**config.mk**
```make
export PLATFORM = sky130hd
export DESIGN_NAME = dpss_top
export DESIGN_NICKNAME = d
export VERILOG_FILES = /design/src/hdl/dpss_top.v /design/src/hdl/dpss_bank_edge.v
export VERILOG_INCLUDE_DIRS = /design/src /design/src/common
export SDC_FILE = /design/constraint.sdc
export NUM_CORES = 1
export LEC_CHECK = 0
export BUFFER_PORTS_ARGS = -buffer_cell sky130_fd_sc_hd__clkbuf_2
export CAP_MARGIN = 30
export CORE_MARGIN = 2
export CORE_UTILIZATION = 50
export CTS_CLUSTER_DIAMETER = 150
export DETAILED_ROUTE_END_ITERATION = 6
export GPL_TIMING_DRIVEN = 0
export PLACE_DENSITY = 0.75
export SLEW_MARGIN = 10
export SYNTH_ARGS = -nofsm -noshare
export SYNTH_HDL_FRONTEND = slang
export SYNTH_SLANG_ARGS = --single-unit
export TNS_END_PERCENT = 30
```
**constraint.sdc**
```tcl
create_clock -name clk -period 2.6 [get_ports clk]
set_input_delay 0.39 -clock clk [delete_from_list [all_inputs] [get_ports clk]]
set_output_delay 0.39 -clock clk [all_outputs]
set_load 0.005 [all_outputs]
```
**src/common/dpss_regs.vh**
```
`ifndef DPSS_REGS_VH
`define DPSS_REGS_VH
// ****************************************
// Register map (word index == address)
// ****************************************
`define DPSS_ADDR_W 4
`define DPSS_DATA_W 16
`define DPSS_OFF_BANK_SEL 4'h2
`define DPSS_OFF_USER_FLAG 4'h3
`define DPSS_OFF_BANK_STAT 4'h4
`define DPSS_OFF_OUT_ROUTE 4'h5
`define DPSS_OFF_OUT_STAT 4'h6
// ****************************************
// Field positions
// ****************************************
`define DPSS_BIT_GAIN 0
`define DPSS_BIT_LIMIT 1
`define DPSS_BIT_MODIF 2
`define DPSS_BANK_SEL_MASK 16'h0007
// ****************************************
// Reset values
// ****************************************
`define DPSS_RST_BANK_SEL 16'h0000
`define DPSS_RST_USER_FLAG 16'h0000
`define DPSS_RST_OUT_ROUTE 16'h0000
`define DPSS_RST_BANK 1'b0
`endif

```
**src/hdl/dpss_top.v**
```verilog
`timescale 1ns/1ps
`include "dpss_regs.vh"

// Overview of operation
// - A 0-to-1 change of select bit 0 picks gain bank 1 and a 1-to-0 change picks gain bank 0.
// - A 0-to-1 change of select bit 1 picks limiter bank 1 and a 1-to-0 change picks limiter bank 0.
// - A 0-to-1 change of select bit 2 picks modifier bank 1 and a 1-to-0 change picks modifier bank 0.
// - Select bits 3 to 15 read as zero and software writes them only as zero.
// - A write of the flag word sets each of the sixteen user flags, bit n to flag n.
// - Any user flag can be routed to a digital output that follows it.
module dpss_top #(
   parameter NFLAG = 16
) (
   input wire clk,
   input wire arst_n,
   input wire [`DPSS_ADDR_W-1:0] addr,
   input wire [`DPSS_DATA_W-1:0] wdata,
   input wire wr_stb,
   input wire rd_stb,
   output reg [`DPSS_DATA_W-1:0] rdata_ff,
   output reg gain_bank_ff,
   output reg limit_bank_ff,
   output reg modif_bank_ff,
   output reg [NFLAG-1:0] user_flag_ff,
   output reg [NFLAG-1:0] dout_ff
);
   // ****************************************
   // Reset release
   // ****************************************
   reg rst_s1_ff;
   reg rst_n_ff;
   // Assert asynchronously, release on clock to avoid recovery hazards
   always @(posedge clk or negedge arst_n) begin
      if (!arst_n) begin
         rst_s1_ff <= 1'b0;
         rst_n_ff <= 1'b0;
      end else begin
         rst_s1_ff <= 1'b1;
         rst_n_ff <= rst_s1_ff;
      end
   end

   // ****************************************
   // Register writes
   // ****************************************
   reg [`DPSS_DATA_W-1:0] bank_sel_ff;
   reg [`DPSS_DATA_W-1:0] out_route_ff;
   wire wr_bank;
   wire wr_flag;
   wire wr_route;
   wire [`DPSS_DATA_W-1:0] nxt_bank_sel;
   assign wr_bank = wr_stb & (addr == `DPSS_OFF_BANK_SEL);
   assign wr_flag = wr_stb & (addr == `DPSS_OFF_USER_FLAG);
   assign wr_route = wr_stb & (addr == `DPSS_OFF_OUT_ROUTE);
   // Reserved bits forced to zero even if the master breaks its side
   assign nxt_bank_sel = wdata & `DPSS_BANK_SEL_MASK;

   // Stored select word, the reference for edge detection
   always @(posedge clk or negedge rst_n_ff) begin
      if (!rst_n_ff) begin
         bank_sel_ff <= `DPSS_RST_BANK_SEL;
         user_flag_ff <= `DPSS_RST_USER_FLAG;
         out_route_ff <= `DPSS_RST_OUT_ROUTE;
      end else begin
         if (wr_bank) begin
            bank_sel_ff <= nxt_bank_sel;
         end
         if (wr_flag) begin
            user_flag_ff <= wdata[NFLAG-1:0];
         end
         if (wr_route) begin
            out_route_ff <= wdata;
         end
      end
   end

   // ****************************************
   // Bank selectors
   // ****************************************
   wire gain_bank;
   wire limit_bank;
   wire modif_bank;
   dpss_bank_edge u_gain (
      .clk(clk),
      .rst_n(rst_n_ff),
      .wr_en(wr_bank),
      .new_bit(nxt_bank_sel[`DPSS_BIT_GAIN]),
      .old_bit(bank_sel_ff[`DPSS_BIT_GAIN]),
      .bank_ff(gain_bank)
   );
   dpss_bank_edge u_limit (
      .clk(clk),
      .rst_n(rst_n_ff),
      .wr_en(wr_bank),
      .new_bit(nxt_bank_sel[`DPSS_BIT_LIMIT]),
      .old_bit(bank_sel_ff[`DPSS_BIT_LIMIT]),
      .bank_ff(limit_bank)
   );
   dpss_bank_edge u_modif (
      .clk(clk),
      .rst_n(rst_n_ff),
      .wr_en(wr_bank),
      .new_bit(nxt_bank_sel[`DPSS_BIT_MODIF]),
      .old_bit(bank_sel_ff[`DPSS_BIT_MODIF]),
      .bank_ff(modif_bank)
   );

   // ****************************************
   // Outputs
   // ****************************************
   // Bank outputs registered once more so every top output is a flop
   always @(posedge clk or negedge rst_n_ff) begin
      if (!rst_n_ff) begin
         gain_bank_ff <= `DPSS_RST_BANK;
         limit_bank_ff <= `DPSS_RST_BANK;
         modif_bank_ff <= `DPSS_RST_BANK;
         dout_ff <= {NFLAG{1'b0}};
      end else begin
         gain_bank_ff <= gain_bank;
         limit_bank_ff <= limit_bank;
         modif_bank_ff <= modif_bank;
         dout_ff <= user_flag_ff & out_route_ff[NFLAG-1:0];
      end
   end

   // ****************************************
   // Read port
   // ****************************************
   reg [`DPSS_DATA_W-1:0] nxt_rdata;
   // Unmapped addresses read zero
   always @* begin
      nxt_rdata = {`DPSS_DATA_W{1'b0}};
      case (addr)
         `DPSS_OFF_BANK_SEL: nxt_rdata = bank_sel_ff;
         `DPSS_OFF_USER_FLAG: nxt_rdata = user_flag_ff;
         `DPSS_OFF_BANK_STAT: nxt_rdata = {13'h0000, modif_bank, limit_bank, gain_bank};
         `DPSS_OFF_OUT_ROUTE: nxt_rdata = out_route_ff;
         `DPSS_OFF_OUT_STAT: nxt_rdata = dout_ff;
         default: nxt_rdata = {`DPSS_DATA_W{1'b0}};
      endcase
   end

   // Data valid only in the cycle after the strobe, zero otherwise
   always @(posedge clk or negedge rst_n_ff) begin
      if (!rst_n_ff) begin
         rdata_ff <= {`DPSS_DATA_W{1'b0}};
      end else if (rd_stb) begin
         rdata_ff <= nxt_rdata;
      end else begin
         rdata_ff <= {`DPSS_DATA_W{1'b0}};
      end
   end
endmodule // dpss_top

```
**src/hdl/dpss_bank_edge.v**
```verilog
`timescale 1ns/1ps
`include "dpss_regs.vh"
// ****************************************
// One bank selector, driven by transitions of its control bit
// ****************************************
module dpss_bank_edge (
   input wire clk,
   input wire rst_n,
   input wire wr_en,
   input wire new_bit,
   input wire old_bit,
   output reg bank_ff
);
   wire rise;
   wire fall;
   // Only a change versus the stored copy counts; rewrites are ignored
   assign rise = wr_en & new_bit & ~old_bit;
   assign fall = wr_en & ~new_bit & old_bit;
   // Bank follows edges, so a forced bank elsewhere is never overridden by a rewrite
   always @(posedge clk or negedge rst_n) begin
      if (!rst_n) begin
         bank_ff <= `DPSS_RST_BANK;
      end else if (rise) begin
         bank_ff <= 1'b1;
      end else if (fall) begin
         bank_ff <= 1'b0;
      end
   end
endmodule // dpss_bank_edge

```
==> impl_metrics.json, run 1 <==
{
  "fin_ws_ps": 980.6,
  "clock-skew-final_ps": 10.90,
  "fin_hold_ws_ps": 281.4,
  "htree_levels": 3,
  "p_int_mw": 2.215,
  "syn_to_final_growth_pct": 21.99,
  "clock_power_share_pct": 34.2,
  "postLayoutCellArea_um2": 3984,
  "grt_max_degree": 38,
  "core_area_um2": 6350,
  "layout_common_cells": "74 x dfrtp_1, 72 x clkbuf_2, 30 x and3b_1, 26 x mux2_2, 18 x o21ai_0",
  "drc_errors": 0,
  "cts_tree": "done",
  "critPathMaxStageDelay_ps": 630,
  "synth_top_area_share_pct": 57.47,
  "dp.cells": 404,
  "post-route-min-period_ps": 1619,
  "cts_root_buf": "clkbuf_8",
  "power.switching_mw": 0.7492,
  "cts_num_sinks": 75,
  "fin_tns_setup_ps": 0,
  "ys_warn_count": 0,
  "max-slew-margin-rel_pct": 53.98,
  "fin_crit_sh_pct": 62.28,
  "gp_congestion": 0.8410,
  "syn_area_um2": 3266,
  "power.density_nw_per_um2": 744.0,
  "clkTransAtPathRegs_ps": 80,
  "synth_seq_cells": 75,
  "die_h_um": 84.82,
  "setup_violations": 0,
  "vias": 2240,
  "peakVddDrop_mv": 0.4183,
  "post-place-ws_ps": 634.7,
  "fin_cells": 421,
  "dr.pass1.iters": 4,
  "leakagePower_nw": 2.045,
  "diodes": 0,
  "syn_avg_cell_area_um2": 12.86,
  "antenna_found_initial": 0,
  "path_class": "in -> reg",
  "cts_buffers": 9,
  "switching_share_pct": 25.28,
  "die_area_um2": 7194,
  "power_mw": 2.964,
  "share_comb_of_total_power_pct": 15.1,
  "crit_path_top_delay_cell": "o2111ai_1",
  "insertion_delay_ps": 350,
  "drt_iter0_drc": 80,
  "finalCoreUtilization_pct": 62.74,
  "placed_area_um2": 3746,
  "yosys-top-cells-area": "dfrtp_1 57%, mux2_2 9.0%, and3b_1 8.0%, mux2_4 4.6%, and2_1 3.1%",
  "syn-num-nets": 278,
  "worstPathRequired_ps": 2830,
  "routed_wl_um": 7008,
  "synth-seq-area-share_pct": 57.47,
  "io_buffer_count": 72,
  "arrival_ps": 1850,
  "crit_buf_inv": 3,
  "start_kind": "input port",
  "clockBufferDepth": 2,
  "fmaxAchievable_ghz": 0.6175,
  "endpoint_kind": "flip-flop",
  "viasPerCell": 5.321,
  "overflow": 0,
  "synth_top_area_cell": "dfrtp_1",
  "grtUsageTotal_pct": 20.67,
  "post_drt_wl_per_cell_um": 16.65,
  "worstPathMaxFanout": 10,
  "report.final.slew_viol_count": 0,
  "grt_pass1_wl_um": 11390,
  "drv_cap": 0,
  "start_util_pct": 51.43,
  "path_cells": "clkbuf_2, clkbuf_1, o2111ai_1, buf_2, a21oi_1",
  "outcome": "completed",
  "core.rowCount": 29,
  "power.share.sequential_pct": 50.6,
  "ios": 75,
  "rsz0062_at_grt": "false",
  "finalHoldViolCount": 0,
  "hp-class": "in -> reg",
  "ant_nets": 0,
  "drive_gt1_share_pct": 40.41,
  "die_w_um": 84.82,
  "synth_cells": 254,
  "final_nets": 363,
  "ys_types": 29,
  "worst_slew_pin_slew_ps": 689.5,
  "first_global_vias": 2288,
  "final_common_cell": "dfrtp_1",
  "path_delay_family": "buffers and inverters",
  "cts_resized": 0,
  "dp_hpwl_um": 4960
}
## per-layer routing
metal  track usage, %  share of wire (%)  wire (um)  vias to the layer above
li1                 -                  -          -                     1067
met3            3.502                4.0        283                       13
met4            9.812                2.1        148                        0
met5                0                  0          0                        -
met1            26.65                 44       3061                     1111
met2            34.22                 50       3515                       49
## power groups by stage
| stage | clock (mW) | sequential (mW) | combinational, mW |
|---|---|---|---|
| final | 1.01 | 1.50 | 0.449 |
| after global routing | 1.08 | 1.53 | 0.495 |
| after CTS | 1.03 | 1.50 | 0.455 |
| after detailed placement | 0 | 1.53 | 0.452 |
| after global placement | 0 | 1.52 | 0.421 |
| after floorplan | 0 | 1.50 | 0.250 |
## cell type report
cell class	instances	area (um^2)
clock inverter	4	72.57
buffer	15	95.09
fill	505	2366
multi-input combinational	162	1286
clock buffer	12	155.1
inverter	2	7.507
timing repair buffer	74	390.4
tap	77	96.34
sequential	75	1881
## final timing paths
kind	from	end	slack, ps	cells after the start
max	addr[2]	rdata_ff[14]	980	5
min	wdata[8]	out_route_ff[8]	280	2
max reg2reg	u_modif.bank_ff	rdata_ff[2]	1530	3
min reg2reg	rst_n_ff	out_route_ff[2]	300	0
max in group asynchronous	rst_n_ff	user_flag_ff[13]	1740	1
min in group asynchronous	rst_n_ff	out_route_ff[2]	300	0
## state kept, by name, indices dropped and copies added, names as in the netlist
register	cells
modif_bank_ff	1
rst_s1_ff	1
user_flag_ff	16
bank_sel_ff	3
gain_bank_ff	1
u_limit.bank_ff	1
limit_bank_ff	1
u_gain.bank_ff	1
u_modif.bank_ff	1
rst_n_ff	1
rdata_ff	16
out_route_ff	16
dout_ff	16
## cells by family (layout without fill, tap and decap cells)
| kind of cell | after synthesis | in the layout | synth area share, % |
|---|---|---|---|
| flip-flops | 75 | 75 | 57.47 |
| multiplexers | 38 | 38 | 14.18 |
| AO/OA/AOI/OAI | 42 | 42 | 6.897 |
| other | 1 | 1 | 0.1148 |
| buffers and inverters | 17 | 107 | 3.142 |
| AND/OR/NAND/NOR | 81 | 81 | 18.20 |
## cell usage after synthesis (all sizes together)
cell      n
a211o     1
a21oi    16
a31oi     6
and2     16
and3b    30
and4bb    2
buf       8
clkbuf    7
conb      1
dfrtp    75
inv       2
mux2     36
mux2i     2
nand2    18
nand2b    4
nand3     1
nand3b    2
nand4     2
nor2b     2
nor4b     1
o2111ai   1
o21ai    18
or3       2
or4b      1
## what timing repair did
action                                 in CTS  in global routing
buffers inserted                            0                  0
endpoints found under the hold margin       2                  0
hold buffers                                1                  0
## worst register-to-register path, stage by stage (launching register included)
cell and delay [ps]:
dfrtp_1 400, mux2i_1 80, or3_1 320, a31oi_1 180
Power figures use the tool's default switching activity.
==> inputs of run 2 (changes only) <==
==> constraint.sdc (replaced) <==
create_clock -name clk -period 1.7 [get_ports clk]
set_input_delay 0.255 -clock clk [delete_from_list [all_inputs] [get_ports clk]]
set_output_delay 0.255 -clock clk [all_outputs]
set_load 0.005 [all_outputs]
==> run 2 against run 1 <==
Against the previous run:
- worst setup slack got worse by 750 ps
- die area unchanged
- global-route usage decreased by 0.091 points
- register-to-register slack got worse by 900 ps
- flip-flop and latch count unchanged
- final cell count decreased by 0.24%
- critical path depth unchanged
- non-clock buffer count unchanged
- largest cell class unchanged
- largest power group unchanged
==> impl_metrics.json, run 2 (same netlist as run 1, synthesis figures left out) <==
{
  "hp-class": "in -> reg",
  "ant_nets": 0,
  "dr.pass1.iters": 4,
  "finalCoreUtilization_pct": 61.97,
  "layout_common_cells": "74 x dfrtp_1, 72 x clkbuf_2, 30 x and3b_1, 26 x mux2_2, 18 x o21ai_0",
  "routed_wl_um": 6910,
  "path_class": "in -> reg",
  "cts_root_buf": "clkbuf_8",
  "clockBufferDepth": 2,
  "post-route-min-period_ps": 1466,
  "core.rowCount": 29,
  "worstPathRequired_ps": 1920,
  "worstPathMaxFanout": 10,
  "fin_crit_sh_pct": 86.21,
  "grtUsageTotal_pct": 20.58,
  "max-slew-margin-rel_pct": 54.22,
  "core_area_um2": 6350,
  "cts_buffers": 9,
  "diodes": 0,
  "crit_start": "addr[2]",
  "die_h_um": 84.82,
  "grt_pass1_wl_um": 11400,
  "grt_max_degree": 54,
  "path_cells": "clkbuf_2, clkbuf_1, o2111ai_1, buf_2, a21oi_1",
  "report.final.slew_viol_count": 0,
  "final_nets": 363,
  "htree_levels": 3,
  "power_mw": 4.188,
  "placed_area_um2": 3754,
  "leakagePower_nw": 2.021,
  "fmaxAchievable_ghz": 0.6823,
  "clkTransAtPathRegs_ps": 70,
  "antenna_found_initial": 0,
  "insertion_delay_ps": 350,
  "endpoint_kind": "flip-flop",
  "vias": 2255,
  "fin_cells": 420,
  "die_w_um": 84.82,
  "dp.cells": 404,
  "post_drt_wl_per_cell_um": 16.45,
  "viasPerCell": 5.369,
  "postLayoutCellArea_um2": 3935,
  "clock-skew-final_ps": 9.888,
  "power.switching_mw": 1.102,
  "r2r_slack_ps": 630,
  "io_buffer_count": 72,
  "final_common_cell": "dfrtp_1",
  "switching_share_pct": 26.32,
  "gp_congestion": 0.7970,
  "fin_tns_setup_ps": 0,
  "start_kind": "input port",
  "crit_path_top_delay_cell": "o2111ai_1",
  "critPathMaxStageDelay_ps": 620,
  "drc_errors": 0,
  "syn_to_final_growth_pct": 20.50,
  "worstHoldStart": "wdata[6]",
  "p_int_mw": 3.086,
  "finalHoldViolCount": 0,
  "drv_cap": 0,
  "die_area_um2": 7194,
  "cts_num_sinks": 75,
  "peakVddDrop_mv": 0.6278,
  "first_global_vias": 2258,
  "power.share.sequential_pct": 54.7,
  "worst_slew_pin_slew_ps": 686.0,
  "dp_hpwl_um": 4870,
  "clock_power_share_pct": 28.9,
  "r2r-start": "user_flag_ff[1]",
  "drive_gt1_share_pct": 39.94,
  "outcome": "completed",
  "rsz0062_at_grt": "false",
  "start_util_pct": 51.43,
  "power.density_nw_per_um2": 1064,
  "arrival_ps": 1690,
  "share_comb_of_total_power_pct": 16.5,
  "overflow": 0,
  "setup_violations": 0,
  "drt_iter0_drc": 103,
  "cts_tree": "done",
  "ios": 75
}
run 2: layer usage:
metal	share of wire [%]	vias to the layer above	GRT usage (%)
li1	-	1068	-
met4	1.3	0	6.926
met3	3.9	10	4.669
met2	50	51	33.00
met1	44	1126	28.01
met5	0	-	0
run 2: what timing repair did:
action | in CTS | in global routing
gates resized for setup | 0 | 0
setup buffers | 0 | 0
hold buffers | 1 | 0
endpoints found under the hold margin | 2 | 0
run 2: path summary, 6_finish.rpt:
path / to / cells after the start
min reg2reg: rdata_ff[2] / 0
min in group asynchronous: rst_n_ff / 2
max reg2reg: rdata_ff[1] / 3
max in group asynchronous: rdata_ff[8] / 1
max: rdata_ff[11] / 5
min: out_route_ff[6] / 2
run 2: final cells by class:
type | count | area, um^2
plain buffers | 15 | 95.09
clock buffers | 13 | 158.9
clock inverters | 2 | 12.51
fillers | 517 | 2415
inverters | 2 | 7.507
multi-input cells | 162 | 1286
flip-flops and latches | 75 | 1881
well taps | 77 | 96.34
repair buffers | 74 | 397.9
run 2: power groups by stage:
stage                     Clock (mW)  Combinational [mW]  Sequential, mW
after global placement             0               0.647            2.33
final                           1.21               0.690            2.29
after global routing            1.32               0.765            2.33
after detailed placement           0               0.697            2.32
after CTS                       1.24               0.704            2.29
after floorplan                    0               0.382            2.29
run 2: stage by stage:
step | hold slack [ps] | worst slack (ps)
finish | 156.2 | 234.5
global placement | 41.19 | -113.5
detailed placement | 43.81 | -148.2
global route | 145.3 | 137.6
floorplan | -40.59 | 273.7
CTS | 139.8 | 223.3
run 2: critical path: cells and delay by family:
kind	cells	cell delay [ps]
compound gates	2	700
buf+inv	3	740
==> inputs of run 3 (changes only) <==
--- a/config.mk
+++ b/config.mk
@@ -10,10 +10,11 @@
 export CAP_MARGIN = 30
 export CORE_MARGIN = 2
 export CORE_UTILIZATION = 50
+export CTS_BUF_LIST = sky130_fd_sc_hd__clkbuf_4 sky130_fd_sc_hd__clkbuf_8
 export CTS_CLUSTER_DIAMETER = 150
 export DETAILED_ROUTE_END_ITERATION = 6
 export GPL_TIMING_DRIVEN = 0
-export PLACE_DENSITY = 0.75
+export PLACE_DENSITY = 0.71
 export SLEW_MARGIN = 10
 export SYNTH_ARGS = -nofsm -noshare
 export SYNTH_HDL_FRONTEND = slang
==> run 3 against run 2 <==
Against the previous run:
- count of clock-buffer cells in the layout decreased by 1
- fmax decreased by 2.8%
- design area increased by 0.92%
- critical path depth unchanged
- final cell count increased by 0.24%
- largest cell class unchanged
- largest power group unchanged
==> impl_metrics.json, run 3 (same netlist as run 1, synthesis figures left out) <==
{
  "syn_to_final_growth_pct": 21.61,
  "post-route-min-period_ps": 1507,
  "core.rowCount": 29,
  "arrival_ps": 1730,
  "start_kind": "input port",
  "io_buffer_count": 72,
  "die_area_um2": 7194,
  "insertion_delay_ps": 340,
  "cts_resized": 0,
  "grt_pass1_wl_um": 11070,
  "gp_congestion": 0.8199,
  "power_mw": 4.387,
  "cts_buffers": 9,
  "die_h_um": 84.82,
  "fin_cells": 421,
  "dp_hpwl_um": 4766,
  "path_class": "in -> reg",
  "peakVddDrop_mv": 0.5785,
  "final_common_cell": "dfrtp_1",
  "overflow": 0,
  "worstPathMaxFanout": 10,
  "fin_crit_sh_pct": 88.67,
  "postCtsSetupBuffers": 0,
  "htree_levels": 3,
  "grt_max_degree": 48,
  "report.final.slew_viol_count": 0,
  "dr.pass1.iters": 4,
  "viasPerCell": 5.392,
  "post-place-ws_ps": -168.5,
  "routed_wl_um": 6827,
  "vias": 2270,
  "finalCoreUtilization_pct": 62.54,
  "ant_nets": 0,
  "diodes": 0,
  "cts_num_sinks": 75,
  "finalHoldViolCount": 0,
  "drc_errors": 0,
  "max-slew-margin-rel_pct": 52.76,
  "antenna_found_initial": 0,
  "die_w_um": 84.82,
  "fin_ws_ps": 192.6,
  "start_util_pct": 51.43,
  "outcome": "completed",
  "dp.cells": 404,
  "rsz0062_at_grt": "false",
  "post_drt_wl_per_cell_um": 16.22,
  "fmaxAchievable_ghz": 0.6634,
  "final_nets": 363,
  "grtUsageTotal_pct": 20.22,
  "worst_slew_pin_slew_ps": 708.0,
  "core_area_um2": 6350,
  "cts_tree": "done",
  "clkTransAtPathRegs_ps": 80,
  "layout_common_cells": "74 x dfrtp_1, 72 x clkbuf_2, 30 x and3b_1, 26 x mux2_2, 18 x o21ai_0",
  "drv_cap": 0,
  "setup_violations": 0,
  "hold_buffers": 1,
  "clockBufferDepth": 2,
  "hp-class": "in -> reg",
  "drt_iter0_drc": 120,
  "cts_root_buf": "clkbuf_8",
  "power.density_nw_per_um2": 1105,
  "leakagePower_nw": 2.046,
  "endpoint_kind": "flip-flop",
  "ios": 75,
  "worstPathRequired_ps": 1920,
  "clock-skew-final_ps": 6.529,
  "nFillCells": 539,
  "first_global_vias": 2228,
  "drive_gt1_share_pct": 40.70
}
run 3: cell type report:
cell class / instances / area, um^2 / share of cell area (%)
Sequential cell: 75 / 1881 / 47.35
Multi-Input combinational cell: 162 / 1286 / 32.39
Timing Repair Buffer: 74 / 397.9 / 10.02
Clock buffer: 12 / 158.9 / 4.001
Tap cell: 77 / 96.34 / 2.426
Buffer: 15 / 95.09 / 2.394
Clock inverter: 4 / 48.80 / 1.229
Inverter: 2 / 7.507 / 0.1890
run 3: worst paths after layout:
kind | startpoint | to | slack [ps] | cells after the start
min in group asynchronous | arst_n | rst_n_ff | 220 | 2
min reg2reg | rst_n_ff | u_modif.bank_ff | 250 | 0
max | addr[2] | rdata_ff[10] | 190 | 5
max in group asynchronous | rst_n_ff | user_flag_ff[14] | 900 | 1
max reg2reg | u_gain.bank_ff | rdata_ff[0] | 620 | 3
min | wdata[12] | out_route_ff[12] | 150 | 2
run 3: routing by layer:
metal  vias up  wire [um]  part of all wire (%)  GRT usage (%)
met1      1123       2941                    43          27.21
li1       1077          -                     -              -
met5         -          0                     0              0
met2        62       3383                    50          31.78
met3         8        414                   6.1          5.058
met4         0         88                   1.3          8.081
run 3: metrics by stage:
step	hold WS (ps)	cell area, um^2	setup TNS (ps)
after floorplan	-40.59	3267	0
after detailed placement	43.45	3754	-1660
after CTS	138.7	3971	0
after global placement	40.97	3724	-825.7
after global routing	137.8	3971	0
final	147.4	3971	0
run 3: power by group:
part	internal (mW)	switching, mW
registers	2.07	0.220
logic	0.416	0.269
clock network	0.773	0.642
run 3: worst max-delay path: stages:
cell and delay (ps):
clkbuf_2 140, clkbuf_1 230, o2111ai_1 640, buf_2 380, a21oi_1 80
